### src/inc/lsr_pkg.sv
// shared constants and types for the lane switch route control
package lsr_pkg;

    // register offsets
    localparam logic [7:0] ADDR_MASK  = 8'h00;
    localparam logic [7:0] ADDR_CFG_A = 8'h01;
    localparam logic [7:0] ADDR_CFG_B = 8'h02;
    localparam logic [7:0] ADDR_CFG_C = 8'h03;
    localparam logic [7:0] ADDR_ROUTE = 8'h04;
    localparam int         NUM_REGS   = 5;
    localparam int         NUM_PORTS  = 3;

    localparam logic [7:0] REG_RESET  = 8'h00;

    // writable bits per register
    localparam logic [7:0] MASK_WMASK  = 8'h1F;
    localparam logic [7:0] CFG_WMASK   = 8'h1F;
    localparam logic [7:0] ROUTE_WMASK = 8'h03;

    // control_source_mask fields
    localparam int MASK_LOOP_A = 0;
    localparam int MASK_SEL    = 3;
    localparam int MASK_DUAL   = 4;

    // port config fields
    localparam int CFG_PE_LO = 0;
    localparam int CFG_PE_HI = 1;
    localparam int CFG_EQ    = 2;
    localparam int CFG_LB    = 3;
    localparam int CFG_DIS   = 4;

    // switch_route_control fields
    localparam int ROUTE_SEL  = 0;
    localparam int ROUTE_DUAL = 1;

    // pre-emphasis codes
    localparam logic [1:0] PE_OFF     = 2'h0;
    localparam logic [1:0] PE_PIN_ON  = 2'h2;

    // synchronised pin vector layout
    localparam int PIN_MODE    = 0;
    localparam int PIN_SEL     = 1;
    localparam int PIN_DUAL    = 2;
    localparam int PIN_LOOP_A  = 3;
    localparam int PIN_BOOST_A = 6;
    localparam int PIN_EMPH_A  = 9;
    localparam int PIN_CFG_RST = 12;
    localparam int PIN_COUNT   = 13;

    localparam int SYNC_STAGES = 3;

    typedef enum logic [1:0] {
        LSR_SRC_IDLE,
        LSR_SRC_A,
        LSR_SRC_B,
        LSR_SRC_C
    } lsr_src_e;

endpackage

### src/core/lsr_pin_sync.sv
// three-stage pin synchroniser with agreement filter
`timescale 1ns/1ns
module lsr_pin_sync #(
    parameter int WIDTH = 1
) (
    input  wire logic             clock_in,
    input  wire logic             nrst_in,
    input  wire logic [WIDTH-1:0] raw_in,
    output logic      [WIDTH-1:0] stable_out
);
    logic [WIDTH-1:0] s1_q;
    logic [WIDTH-1:0] s2_q;
    logic [WIDTH-1:0] s3_q;

    always_ff @(posedge clock_in) begin
        if (!nrst_in) begin
            s1_q <= '0;
            s2_q <= '0;
            s3_q <= '0;
        end else begin
            s1_q <= raw_in;
            s2_q <= s1_q;
            s3_q <= s2_q;
        end
    end

    // a change counts once stages two and three agree
    for (genvar i = 0; i < WIDTH; i++) begin : g_bit
        always_ff @(posedge clock_in) begin
            if (!nrst_in) begin
                stable_out[i] <= 1'b0;
            end else if (s2_q[i] == s3_q[i]) begin
                stable_out[i] <= s3_q[i];
            end
        end
    end
endmodule

### src/core/lsr_regfile.sv
// configuration registers with held read pointer
`timescale 1ns/1ns
module lsr_regfile (
    input  wire logic                   clock_in,
    input  wire logic                   nrst_in,
    input  wire logic                   clear_n_in,
    input  wire logic                   ptr_wr_in,
    input  wire logic                   data_wr_in,
    input  wire logic [7:0]             data_in,
    output logic      [lsr_pkg::NUM_REGS-1:0][7:0] regs_out,
    output logic      [7:0]             rdata_out
);
    logic [7:0] ptr_q;

    function automatic logic [7:0] wmask(input logic [7:0] addr);
        unique case (addr)
            lsr_pkg::ADDR_MASK:  wmask = lsr_pkg::MASK_WMASK;
            lsr_pkg::ADDR_CFG_A,
            lsr_pkg::ADDR_CFG_B,
            lsr_pkg::ADDR_CFG_C: wmask = lsr_pkg::CFG_WMASK;
            lsr_pkg::ADDR_ROUTE: wmask = lsr_pkg::ROUTE_WMASK;
            default:             wmask = 8'h00;
        endcase
    endfunction

    always_ff @(posedge clock_in) begin
        if (!nrst_in || !clear_n_in) begin
            ptr_q <= 8'h00;
        end else if (ptr_wr_in) begin
            ptr_q <= data_in;
        end
    end

    always_ff @(posedge clock_in) begin
        if (!nrst_in || !clear_n_in) begin
            regs_out <= {lsr_pkg::NUM_REGS{lsr_pkg::REG_RESET}};
        end else if (data_wr_in && ptr_q < 8'(lsr_pkg::NUM_REGS)) begin
            regs_out[ptr_q[2:0]] <= data_in & wmask(ptr_q);
        end
    end

    // unmapped addresses read as zero
    always_ff @(posedge clock_in) begin
        if (!nrst_in) begin
            rdata_out <= 8'h00;
        end else if (ptr_q < 8'(lsr_pkg::NUM_REGS)) begin
            rdata_out <= regs_out[ptr_q[2:0]];
        end else begin
            rdata_out <= 8'h00;
        end
    end
endmodule

### src/core/lsr_route_ctrl.sv
// lane switch route control: source select, routing and port settings
`timescale 1ns/1ns
module lsr_route_ctrl (
    input  wire logic             clock_in,
    input  wire logic             nrst_in,
    input  wire logic             mode_pin_in,
    input  wire logic             sel_pin_in,
    input  wire logic             dual_copy_pin_in,
    input  wire logic             port_a_loop_enable_in,
    input  wire logic             port_b_loop_enable_in,
    input  wire logic             port_c_loop_enable_in,
    input  wire logic             port_a_rx_boost_in,
    input  wire logic             port_b_rx_boost_in,
    input  wire logic             port_c_rx_boost_in,
    input  wire logic             port_a_tx_emphasis_in,
    input  wire logic             port_b_tx_emphasis_in,
    input  wire logic             port_c_tx_emphasis_in,
    input  wire logic             config_reset_n_in,
    input  wire logic             reg_ptr_wr_in,
    input  wire logic             reg_data_wr_in,
    input  wire logic [7:0]       reg_data_in,
    output lsr_pkg::lsr_src_e     out_a_src_out,
    output lsr_pkg::lsr_src_e     out_b_src_out,
    output lsr_pkg::lsr_src_e     out_c_src_out,
    output logic                  port_a_idle_out,
    output logic                  port_b_idle_out,
    output logic                  port_c_idle_out,
    output logic                  port_a_rx_boost_out,
    output logic                  port_b_rx_boost_out,
    output logic                  port_c_rx_boost_out,
    output logic      [1:0]       port_a_tx_emphasis_out,
    output logic      [1:0]       port_b_tx_emphasis_out,
    output logic      [1:0]       port_c_tx_emphasis_out,
    output logic      [7:0]       reg_rdata_out
);
    localparam int NP = lsr_pkg::NUM_PORTS;

    logic [lsr_pkg::PIN_COUNT-1:0]       pin_raw;
    logic [lsr_pkg::PIN_COUNT-1:0]       pin_s;
    logic [lsr_pkg::NUM_REGS-1:0][7:0]   regs;
    logic [7:0]                          mask_r;
    logic [7:0]                          route_r;
    logic                                serial;
    logic                                eff_sel;
    logic                                eff_dual;
    logic [NP-1:0]                       eff_loop;
    logic [NP-1:0]                       eff_eq;
    logic [NP-1:0]                       eff_dis;
    logic [NP-1:0][1:0]                  eff_pe;
    lsr_pkg::lsr_src_e                   src_d [NP];
    lsr_pkg::lsr_src_e                   src_q [NP];
    logic [NP-1:0]                       idle_q;
    logic [NP-1:0]                       eq_q;
    logic [NP-1:0][1:0]                  pe_q;

    assign pin_raw = {config_reset_n_in,
                      port_c_tx_emphasis_in,
                      port_b_tx_emphasis_in,
                      port_a_tx_emphasis_in,
                      port_c_rx_boost_in,
                      port_b_rx_boost_in,
                      port_a_rx_boost_in,
                      port_c_loop_enable_in,
                      port_b_loop_enable_in,
                      port_a_loop_enable_in,
                      dual_copy_pin_in,
                      sel_pin_in,
                      mode_pin_in};

    // pins come from the board, never read raw
    lsr_pin_sync #(
        .WIDTH (lsr_pkg::PIN_COUNT)
    ) u_sync (
        .clock_in   (clock_in),
        .nrst_in    (nrst_in),
        .raw_in     (pin_raw),
        .stable_out (pin_s)
    );

    lsr_regfile u_regs (
        .clock_in   (clock_in),
        .nrst_in    (nrst_in),
        .clear_n_in (pin_s[lsr_pkg::PIN_CFG_RST]),
        .ptr_wr_in  (reg_ptr_wr_in),
        .data_wr_in (reg_data_wr_in),
        .data_in    (reg_data_in),
        .regs_out   (regs),
        .rdata_out  (reg_rdata_out)
    );

    assign mask_r  = regs[lsr_pkg::ADDR_MASK[2:0]];
    assign route_r = regs[lsr_pkg::ADDR_ROUTE[2:0]];
    assign serial  = pin_s[lsr_pkg::PIN_MODE];

    // switching source: pin unless serial mode and mask set
    assign eff_sel = (serial && mask_r[lsr_pkg::MASK_SEL])
                   ? route_r[lsr_pkg::ROUTE_SEL]
                   : pin_s[lsr_pkg::PIN_SEL];
    assign eff_dual = (serial && mask_r[lsr_pkg::MASK_DUAL])
                    ? route_r[lsr_pkg::ROUTE_DUAL]
                    : pin_s[lsr_pkg::PIN_DUAL];

    for (genvar p = 0; p < NP; p++) begin : g_port
        logic [7:0] cfg;
        assign cfg = regs[3'(lsr_pkg::ADDR_CFG_A) + 3'(p)];
        assign eff_loop[p] = (serial && mask_r[lsr_pkg::MASK_LOOP_A + p])
                           ? cfg[lsr_pkg::CFG_LB]
                           : pin_s[lsr_pkg::PIN_LOOP_A + p];
        assign eff_eq[p] = serial ? cfg[lsr_pkg::CFG_EQ]
                         : pin_s[lsr_pkg::PIN_BOOST_A + p];
        assign eff_pe[p] = serial
                         ? cfg[lsr_pkg::CFG_PE_HI:lsr_pkg::CFG_PE_LO]
                         : (pin_s[lsr_pkg::PIN_EMPH_A + p]
                            ? lsr_pkg::PE_PIN_ON
                            : lsr_pkg::PE_OFF);
        // disable is a serial-only feature
        assign eff_dis[p] = serial && cfg[lsr_pkg::CFG_DIS];
    end

    // disable first, then loopback, then routing condition, else fallback
    function automatic lsr_pkg::lsr_src_e pick(
        input logic              loop,
        input lsr_pkg::lsr_src_e loop_src,
        input logic              cond,
        input lsr_pkg::lsr_src_e cond_src,
        input lsr_pkg::lsr_src_e else_src,
        input logic              dis
    );
        if (dis) begin
            pick = lsr_pkg::LSR_SRC_IDLE;
        end else if (loop) begin
            pick = loop_src;
        end else if (cond) begin
            pick = cond_src;
        end else begin
            pick = else_src;
        end
    endfunction

    always_comb begin
        src_d[0] = pick(eff_loop[0], lsr_pkg::LSR_SRC_A,
                        !eff_sel || eff_dual, lsr_pkg::LSR_SRC_C,
                        lsr_pkg::LSR_SRC_IDLE, eff_dis[0]);
        src_d[1] = pick(eff_loop[1], lsr_pkg::LSR_SRC_B,
                        eff_sel || eff_dual, lsr_pkg::LSR_SRC_C,
                        lsr_pkg::LSR_SRC_IDLE, eff_dis[1]);
        src_d[2] = pick(eff_loop[2], lsr_pkg::LSR_SRC_C,
                        eff_sel, lsr_pkg::LSR_SRC_B,
                        lsr_pkg::LSR_SRC_A, eff_dis[2]);
    end

    // one register stage so outputs come straight from flops
    always_ff @(posedge clock_in) begin
        if (!nrst_in) begin
            for (int p = 0; p < NP; p++) begin
                src_q[p] <= lsr_pkg::LSR_SRC_IDLE;
            end
            idle_q <= '1;
        end else begin
            for (int p = 0; p < NP; p++) begin
                src_q[p] <= src_d[p];
                idle_q[p] <= (src_d[p] == lsr_pkg::LSR_SRC_IDLE);
            end
        end
    end

    always_ff @(posedge clock_in) begin
        if (!nrst_in) begin
            eq_q <= '0;
            pe_q <= '0;
        end else begin
            eq_q <= eff_eq;
            pe_q <= eff_pe;
        end
    end

    assign out_a_src_out          = src_q[0];
    assign out_b_src_out          = src_q[1];
    assign out_c_src_out          = src_q[2];
    assign port_a_idle_out        = idle_q[0];
    assign port_b_idle_out        = idle_q[1];
    assign port_c_idle_out        = idle_q[2];
    assign port_a_rx_boost_out    = eq_q[0];
    assign port_b_rx_boost_out    = eq_q[1];
    assign port_c_rx_boost_out    = eq_q[2];
    assign port_a_tx_emphasis_out = pe_q[0];
    assign port_b_tx_emphasis_out = pe_q[1];
    assign port_c_tx_emphasis_out = pe_q[2];
endmodule

### config.mk
export PLATFORM = sky130hd
export DESIGN_NAME = lsr_route_ctrl
export DESIGN_NICKNAME = d
export VERILOG_FILES = /design/src/inc/lsr_pkg.sv /design/src/core/lsr_pin_sync.sv /design/src/core/lsr_regfile.sv /design/src/core/lsr_route_ctrl.sv
export SDC_FILE = /design/constraint.sdc
export NUM_CORES = 1
export LEC_CHECK = 0
export ABC_CLOCK_PERIOD_IN_PS = 3000
export BUFFER_PORTS_ARGS = -buffer_cell sky130_fd_sc_hd__buf_4
export CAP_MARGIN = 20
export CORE_MARGIN = 2
export CORE_UTILIZATION = 45
export DETAILED_ROUTE_END_ITERATION = 6
export PLACE_DENSITY = 0.75
export SKIP_LAST_GASP = 1
export SYNTH_ARGS = -nofsm -noshare
export SYNTH_HDL_FRONTEND = slang
export SYNTH_SLANG_ARGS = --single-unit
### constraint.sdc
create_clock -name clock_in -period 3 [get_ports clock_in]
set_input_delay 0.6 -clock clock_in [delete_from_list [all_inputs] [get_ports clock_in]]
set_output_delay 0.6 -clock clock_in [all_outputs]
set_load 0.01 [all_outputs]
==> results of run 1 <==
## state kept, by name (all words and copies together), names as in the netlist, 5 cells and up
register           count
u_regs.regs_out       25
u_sync.s1_q           13
u_sync.s2_q           13
u_sync.s3_q           13
u_sync.stable_out     13
u_regs.ptr_q           8
src_q                  6
u_regs.rdata_out       5
## final timing paths
path,end,slack [ns],cells past startpoint
max,u_regs.regs_out[28],1.18,3
min,u_sync.s2_q[11],0.44,1
max reg2reg,u_regs.regs_out[28],1.18,3
min reg2reg,u_sync.s2_q[11],0.44,1
## placed cells by master (no fill, tap or decap), drive strengths merged, types with 2 or more instances in the layout
cell / instances
o21a: 5
nor2b: 6
nor2: 10
o32ai: 5
and2: 41
buf: 50
o21ai: 14
a21oi: 7
clkbuf: 10
nand4: 2
a21boi: 13
inv: 6
clkinv: 3
nand2: 49
conb: 3
a211oi: 2
a31o: 2
nand3b: 10
dfxtp: 108
nand4b: 4
nor4b: 2
a31oi: 2
and3: 7
nand3: 2
mux2i: 46
mux2: 3
## logic make-up after synthesis
| family | Yosys count | share of synthesized area (%) |
|---|---|---|
| muxes | 49 | 12.62 |
| other | 1 | 0.09572 |
| AOI/OAI and AO/OA | 50 | 8.400 |
| buffers and inverters | 27 | 3.130 |
| and+or+nand+nor | 139 | 20.57 |
| DFF | 108 | 55.19 |
## final cells by class
| cell class | instances | area [sq um] |
|---|---|---|
| clock buffers | 10 | 137.6 |
| clock inverters | 6 | 61.31 |
| fillers | 790 | 4063 |
| inverters | 5 | 18.77 |
| multi-input cells | 241 | 1640 |
| flip-flops and latches | 108 | 2162 |
| well taps | 108 | 135.1 |
| repair buffers | 50 | 375.4 |
## layer usage
metal / part of all wire [%] / wire [um] / up-vias
li1: - / - / 1342
met1: 46 / 3308 / 1233
met2: 48 / 3413 / 63
met3: 4.7 / 336 / 9
met4: 1.5 / 109 / 0
met5: 0 / 0 / -
## metrics by stage
stage / total power [mW] / setup WS, ns / hold WS, ns / cell area, sq um
after global routing: 2.523 / 1.094 / 0.4400 / 4531
after floorplan: 1.549 / 1.533 / 0.4119 / 3925
final: 2.431 / 1.180 / 0.4410 / 4531
after CTS: 2.449 / 1.193 / 0.4389 / 4531
after global placement: 1.583 / 1.175 / 0.4138 / 4332
after detailed placement: 1.587 / 1.178 / 0.4184 / 4332
## power breakdown
| part | internal [mW] | switching [mW] | total, mW |
|---|---|---|---|
| Combinational | 0.0491 | 0.0358 | 0.0849 |
| Sequential | 1.46 | 0.00873 | 1.47 |
| Clock | 0.408 | 0.471 | 0.879 |
==> flow_summary.yaml, run 1 <==
status:
  outcome: "finished, final reports clean"
job:
  cap_violations: 0
finish:
  synthToLayoutAreaGrowth_pct: 15.65
  antenna_cells: 0
  final_net_count: 440
  utilization_pct: 52.72
  drive_gt1_share_pct: 18.81
  layout.cells.non_filler: 528
cts:
  cts.clk_slew.worst_paths_ns: 0.09
  ctsResizeCount: 0
  cts_hold_buf: 0
  cts_sinks: 108
  worstSkewPairLatency_ns: 0.35
  cts_buffers: 9
  tritoncts: "done"
  h-tree-depth: 3
  post-cts-setup-buffer-count: 0
  cts.path.max_buffers: 2
  cts-root-buf: "clkbuf_8"
global_routing:
  grt_util_met3_pct: 2.806
  met1_usage_pct: 21.29
  antenna_found_initial: 0
  grt_pass1_wl_um: 12280
  grt_busiest_layer: "met2"
  grt_util_all_layers_pct: 15.66
  grt.met2_usage_pct: 24.68
  grt_pass1_vias: 2617
  grt_max_degree: 68
  grt-ovfl-total: 0
worst_setup_path:
  critPathTopFamily: "simple AND/OR/NAND/NOR gates"
  cpPeakStageDelay_ns: 0.55
  r2r_start: "u_regs.ptr_q[2]"
  crit_required_ns: 3.27
  crit_buf_inv: 0
  cp-start-kind: "register"
  critPathSlowestCell: "dfxtp_1"
  endpoint_kind: "register"
  cp_cell_sequence: "nor4b_4, and4_1, mux2i_1"
  critical_path_arrival_ns: 2.09
  crit_path_start: "u_regs.ptr_q[2]"
  critPathKind: "reg -> reg"
  worstPathMaxFanout: 22
place:
  dpl.cell_count: 512
  dpl.hpwl_um: 4998
  numPortBuffers: 47
  gp_congestion: 0.8344
logic_synthesis:
  yosysTopAreaCell: "dfxtp_1"
  synth_seq_cells: 108
  synth-edff-count: 0
  synth.area.top_cells: "dfxtp_1 (55%), mux2i_1 (12%), and2_1 (6.5%), nand2_1 (4.7%), a21boi_0 (2.5%)"
  synth_top_area_share_pct: 55.19
  synth_most_common_cell: "dfxtp_1"
  synthTopCellsByCount: "dfxtp_1 (108), nand2_1 (49), mux2i_1 (46)"
  synthDistinctLibCells: 38
  yosysSeqAreaShare_pct: 55.19
  async_flop_share_pct: 0
  synth_area_sq_um: 3918
  synthCells: 374
  ys_warn_count: 0
  yosys_most_used_dff: "dfxtp_1"
  synth_area_per_cell_sq_um: 10.47
detailed_routing:
  routed-via-count: 2647
  drtIter0Drc: 80
  wl_per_cell_um: 13.58
  wirelength_um: 7168
  drtPass1Iterations: 4
  ant_nets: 0
  drc: 0
  via_per_inst: 5.013
die:
  fp.dieW_um: 97.31
  start_util_pct: 45.59
  core_sq_um: 8593
  io_pins: 51
  fp.dieH_um: 97.31
  rows: 34
  dieArea_sq_um: 9468
sta:
  period_share_pct: 60.65
  relSlewSlack_pct: 44.18
  hold_viol_final: 0
  rsz0062_at_grt: "no"
  setup_violations: 0
  max_freq_ghz: 0.5496
  fin_crit_ns: 1.820
  clock_skew_ns: 0.009236
  tightest_slew_ns: 0.8361
  slew_violations: 0
  tns_ns: 0
hold_path:
  min_from: "u_sync.s1_q[11]"
  hp-class: "reg -> reg"
pwr:
  leakage_nw: 1.863
  cellPowerDensity_nw_per_um2: 536.5
  ir_drop_v: 0.0003194
Note: power is estimated with default switching activity, not from simulation.
==> run 2, diff against run 1 <==
--- a/config.mk
+++ b/config.mk
@@ -5,13 +5,13 @@
 export SDC_FILE = /design/constraint.sdc
 export NUM_CORES = 1
 export LEC_CHECK = 0
-export ABC_CLOCK_PERIOD_IN_PS = 3000
+export ABC_CLOCK_PERIOD_IN_PS = 1650
 export BUFFER_PORTS_ARGS = -buffer_cell sky130_fd_sc_hd__buf_4
 export CAP_MARGIN = 20
 export CORE_MARGIN = 2
 export CORE_UTILIZATION = 45
 export DETAILED_ROUTE_END_ITERATION = 6
-export PLACE_DENSITY = 0.75
+export PLACE_DENSITY = 0.77
 export SKIP_LAST_GASP = 1
 export SYNTH_ARGS = -nofsm -noshare
 export SYNTH_HDL_FRONTEND = slang
==> constraint.sdc (replaced) <==
create_clock -name clock_in -period 1.65 [get_ports clock_in]
set_input_delay 0.33 -clock clock_in [delete_from_list [all_inputs] [get_ports clock_in]]
set_output_delay 0.33 -clock clock_in [all_outputs]
set_load 0.01 [all_outputs]
==> flow_summary.yaml, run 2 (same netlist as run 1, synthesis figures left out) <==
finish:
  ff_latch_area_sq_um: 2162
  final_net_count: 445
  fillCellCount: 778
  antenna_cells: 0
  largest-register: "u_regs.regs_out"
  utilization_pct: 53.77
  multi_input_area_sq_um: 1642
  largest_reg_flops: 25
  final_cell_mix: "dfxtp_1 (108), buf_4 (54), nand2_1 (49)"
  drive_gt1_share_pct: 19.81
  synthToLayoutAreaGrowth_pct: 17.95
  fin_area_sq_um: 4621
  final_common_cell: "dfxtp_1"
detailed_routing:
  drtIter0Drc: 95
  wl_per_cell_um: 13.63
  via_per_inst: 5.030
  wirelength_um: 7252
  drtPass1Iterations: 4
  drc: 0
  routed-via-count: 2676
  ant_nets: 0
place:
  place_area_sq_um: 4382
  dpl.hpwl_um: 5069
  numPortBuffers: 47
  gp_congestion: 0.8571
hold_path:
  hp-class: "in -> reg"
cts:
  h-tree-depth: 3
  cts_sinks: 108
  cts_buffers: 9
  tritoncts: "done"
  cts.clk_slew.worst_paths_ns: 0.10
  cts-root-buf: "clkbuf_8"
  worstSkewPairLatency_ns: 0.36
  cts.path.max_buffers: 2
die:
  fp.dieH_um: 97.31
  core_sq_um: 8593
  dieArea_sq_um: 9468
  rows: 34
  fp.dieW_um: 97.31
  start_util_pct: 45.59
  io_pins: 51
worst_setup_path:
  cp_cell_sequence: "buf_4, mux2i_1, o32ai_1, o21a_1"
  r2r_start: "u_regs.ptr_q[1]"
  crit_required_ns: 1.91
  r2r_slack_ns: 0.10
  crit_path_end: "u_regs.rdata_out[3]"
  cp_num_cells: 4
  endpoint_kind: "register"
  cp-start-kind: "register"
  crit_path_start: "u_regs.ptr_q[1]"
  cpPeakStageDelay_ns: 0.66
  critPathKind: "reg -> reg"
  worstPathMaxFanout: 14
  critical_path_arrival_ns: 1.81
  critPathSlowestCell: "dfxtp_1"
  r2r_cells: 4
  crit_buf_inv: 1
  r2r-end: "u_regs.rdata_out[3]"
  critPathTopFamily: "flip-flops"
global_routing:
  grt_pass1_wl_um: 12480
  grt_pass1_vias: 2574
  grt-ovfl-total: 0
  grt_util_all_layers_pct: 16.07
  antenna_found_initial: 0
  grt_max_degree: 65
pwr:
  power_mw: 4.690
  cellPowerDensity_nw_per_um2: 1015
  leakage_nw: 1.914
  ir_drop_v: 0.0005626
sta:
  slew_violations: 0
  rsz0062_at_grt: "no"
  max_freq_ghz: 0.6459
  fin_crit_ns: 1.548
  hold_viol_final: 0
  relSlewSlack_pct: 64.80
  period_share_pct: 93.83
  tightest_slew_ns: 0.5273
  tns_ns: 0
  clock_skew_ns: 0.008503
  setup_violations: 0
job:
  cap_violations: 0
status:
  outcome: "finished, final reports clean"
## run 2: where the power goes
part	total (mW)	switching, mW	internal, mW
sequential	2.67	0.0153	2.65
clock	1.87	0.829	1.04
combinational	0.158	0.0650	0.0927
## run 2: worst register-to-register path: stages, from the launching register on
cell and delay, ns:
dfxtp_1 0.66, buf_4 0.27, mux2i_1 0.23, o32ai_1 0.11
o21a_1 0.19
## run 2: cell type report
| cell class | instances | area share, % |
|---|---|---|
| Clock buffer | 10 | 2.979 |
| Clock inverter | 5 | 2.166 |
| Inverter | 5 | 0.4062 |
| Multi-Input combinational cell | 241 | 35.53 |
| Sequential cell | 108 | 46.79 |
| Tap cell | 108 | 2.924 |
| Timing Repair Buffer | 55 | 9.207 |
## run 2: per-stage QoR
stage / hold WS [ns] / cells / worst slack [ns]
global placement: 0.4139 / 517 / 0.1791
CTS: 0.1632 / 532 / 0.06856
detailed placement: 0.4169 / 517 / 0.1006
floorplan: 0.4119 / 376 / 0.3316
finish: 0.1740 / 532 / 0.1018
global route: 0.1645 / 532 / 0.02405
## run 2: worst min path at each step
stage	from	end	slack [ns]	depth (start not counted)
5_1_grt	port_b_rx_boost_in	u_sync.s1_q[7]	0.16	2
2_1_floorplan	u_sync.s1_q[0]	u_sync.s2_q[0]	0.41	1
3_3_place_gp	u_sync.s1_q[11]	u_sync.s2_q[11]	0.41	1
4_1_cts	port_a_loop_enable_in	u_sync.s1_q[3]	0.16	2
6_report	port_b_tx_emphasis_in	u_sync.s1_q[10]	0.17	2
3_5_place_dp	u_sync.s1_q[2]	u_sync.s2_q[2]	0.42	1
## run 2: what timing repair did
action                     4_1_cts  5_1_grt
setup endpoints to repair        0        5
hold buffers                     0        0
gates resized for setup          0        1
setup buffers                    0        0
## run 2: routing by layer
metal / share of wire [%] / up-vias / wire length [um] / GRT usage, %
met1: 48 / 1254 / 3465 / 21.76
met4: 2.0 / 0 / 146 / 6.517
li1: - / 1353 / - / -
met3: 4.3 / 12 / 314 / 3.381
met2: 46 / 57 / 3326 / 25.16
met5: 0 / - / 0 / 0
==> run 3, diff against run 2 <==
--- a/config.mk
+++ b/config.mk
@@ -5,13 +5,12 @@
 export SDC_FILE = /design/constraint.sdc
 export NUM_CORES = 1
 export LEC_CHECK = 0
-export ABC_CLOCK_PERIOD_IN_PS = 1650
 export BUFFER_PORTS_ARGS = -buffer_cell sky130_fd_sc_hd__buf_4
 export CAP_MARGIN = 20
 export CORE_MARGIN = 2
 export CORE_UTILIZATION = 45
 export DETAILED_ROUTE_END_ITERATION = 6
-export PLACE_DENSITY = 0.77
+export PLACE_DENSITY = 0.75
 export SKIP_LAST_GASP = 1
 export SYNTH_ARGS = -nofsm -noshare
 export SYNTH_HDL_FRONTEND = slang
==> constraint.sdc (replaced) <==
create_clock -name clock_in -period 1.9 [get_ports clock_in]
set_input_delay 0.38 -clock clock_in [delete_from_list [all_inputs] [get_ports clock_in]]
set_output_delay 0.38 -clock clock_in [all_outputs]
set_load 0.01 [all_outputs]
==> flow_summary.yaml, run 3 (same netlist as run 1, synthesis figures left out) <==
status:
  outcome: "finished, final reports clean"
worst_setup_path:
  worstPathMaxFanout: 7
  r2r_slack_ns: 0.31
  cp-start-kind: "register"
  r2r_cells: 3
  crit_path_start: "u_regs.ptr_q[7]"
  cp_cell_sequence: "nor4b_4, and4_1, mux2i_1"
  critPathKind: "reg -> reg"
  cpPeakStageDelay_ns: 0.46
  endpoint_kind: "register"
  crit_required_ns: 2.18
  r2r_start: "u_regs.ptr_q[7]"
  critical_path_arrival_ns: 1.87
  r2r-end: "u_regs.regs_out[27]"
  critPathSlowestCell: "and4_1"
job:
  cap_violations: 0
place:
  dpl.hpwl_um: 5075
  numPortBuffers: 47
  gp_congestion: 0.8660
die:
  core_sq_um: 8593
  dieArea_sq_um: 9468
  rows: 34
  fp.dieW_um: 97.31
  start_util_pct: 45.59
  fp.dieH_um: 97.31
  io_pins: 51
pwr:
  cellPowerDensity_nw_per_um2: 824.4
  leakage_nw: 1.868
  ir_drop_v: 0.0004530
  power_mw: 3.737
global_routing:
  grt_max_degree: 48
  antenna_found_initial: 0
  grt_pass1_vias: 2481
  grt-ovfl-total: 0
  grt_pass1_wl_um: 11580
  grt_util_all_layers_pct: 15.13
finish:
  largest-register: "u_regs.regs_out"
  largest_reg_flops: 25
  drive_gt1_share_pct: 19.19
  antenna_cells: 0
  final_cell_mix: "dfxtp_1 (108), buf_4 (52), nand2_1 (49)"
  final_common_cell: "dfxtp_1"
  synthToLayoutAreaGrowth_pct: 15.71
  final_net_count: 442
sta:
  relSlewSlack_pct: 60.38
  tightest_slew_ns: 0.5935
  tns_ns: 0
  hold_viol_final: 0
  fin_crit_ns: 1.587
  max_freq_ghz: 0.6299
  period_share_pct: 83.55
  clock_skew_ns: 0.009365
  setup_violations: 0
  slew_violations: 0
  rsz0062_at_grt: "no"
detailed_routing:
  ant_nets: 0
  via_per_inst: 4.917
  wl_per_cell_um: 13.17
  drtPass1Iterations: 4
  drtIter0Drc: 119
  routed-via-count: 2606
  wirelength_um: 6981
  drc: 0
hold_path:
  hold_end: "u_sync.s1_q[7]"
  hp-class: "in -> reg"
  whs_path_depth: 2
  min_from: "port_b_rx_boost_in"
cts:
  tritoncts: "done"
  worstSkewPairLatency_ns: 0.36
  cts-root-buf: "clkbuf_8"
  cts_buffers: 9
  cts.path.max_buffers: 2
  h-tree-depth: 3
  cts_sinks: 108
  post-cts-setup-buffer-count: 0
  ctsResizeCount: 0
  cts.clk_slew.worst_paths_ns: 0.10
  cts_hold_buf: 0
run 3: how the worst max path moves through the flow:
stage / endpoint
3_5_place_dp: u_regs.regs_out[24]
5_1_grt: u_regs.regs_out[28]
6_report: u_regs.regs_out[27]
4_1_cts: u_regs.regs_out[24]
3_3_place_gp: u_regs.regs_out[24]
2_1_floorplan: u_regs.regs_out[24]
run 3: critical path: cells and delay by family, from the launching register on:
kind / cells / cell delay (ns)
muxes: 1 / 0.22
DFF: 1 / 0.41
and+or+nand+nor: 2 / 0.89
run 3: power breakdown:
part           internal, mW  switching (mW)
registers              2.30          0.0145
clock network         0.551           0.734
logic                0.0775          0.0565
run 3: routing by layer:
layer / vias to the layer above / global-route usage, % / wire [um]
met3: 10 / 3.022 / 291
met1: 1199 / 19.91 / 3349
met4: 0 / 5.983 / 108
li1: 1345 / - / -
met5: - / 0 / 0
met2: 52 / 24.57 / 3232
run 3: area by class of cell:
class | count | area [sq um]
well taps | 108 | 135.1
repair buffers | 52 | 390.4
multi-input cells | 241 | 1640
clock inverters | 5 | 35.03
flip-flops and latches | 108 | 2162
clock buffers | 11 | 151.4
fillers | 778 | 4060
inverters | 5 | 18.77
run 3: per-stage QoR:
step / cell area (sq um) / util, % / hold slack (ns) / setup WS (ns) / instances
6_report: 4533 / 52.75 / 0.2213 / 0.3126 / 530
5_1_grt: 4533 / 52.75 / 0.2091 / 0.1818 / 530
4_1_cts: 4533 / 52.75 / 0.2063 / 0.3041 / 530
3_5_place_dp: 4347 / 50.58 / 0.4169 / 0.3339 / 514
3_3_place_gp: 4347 / 50.58 / 0.4145 / 0.3585 / 514
2_1_floorplan: 3925 / - / 0.4119 / 0.5816 / 376
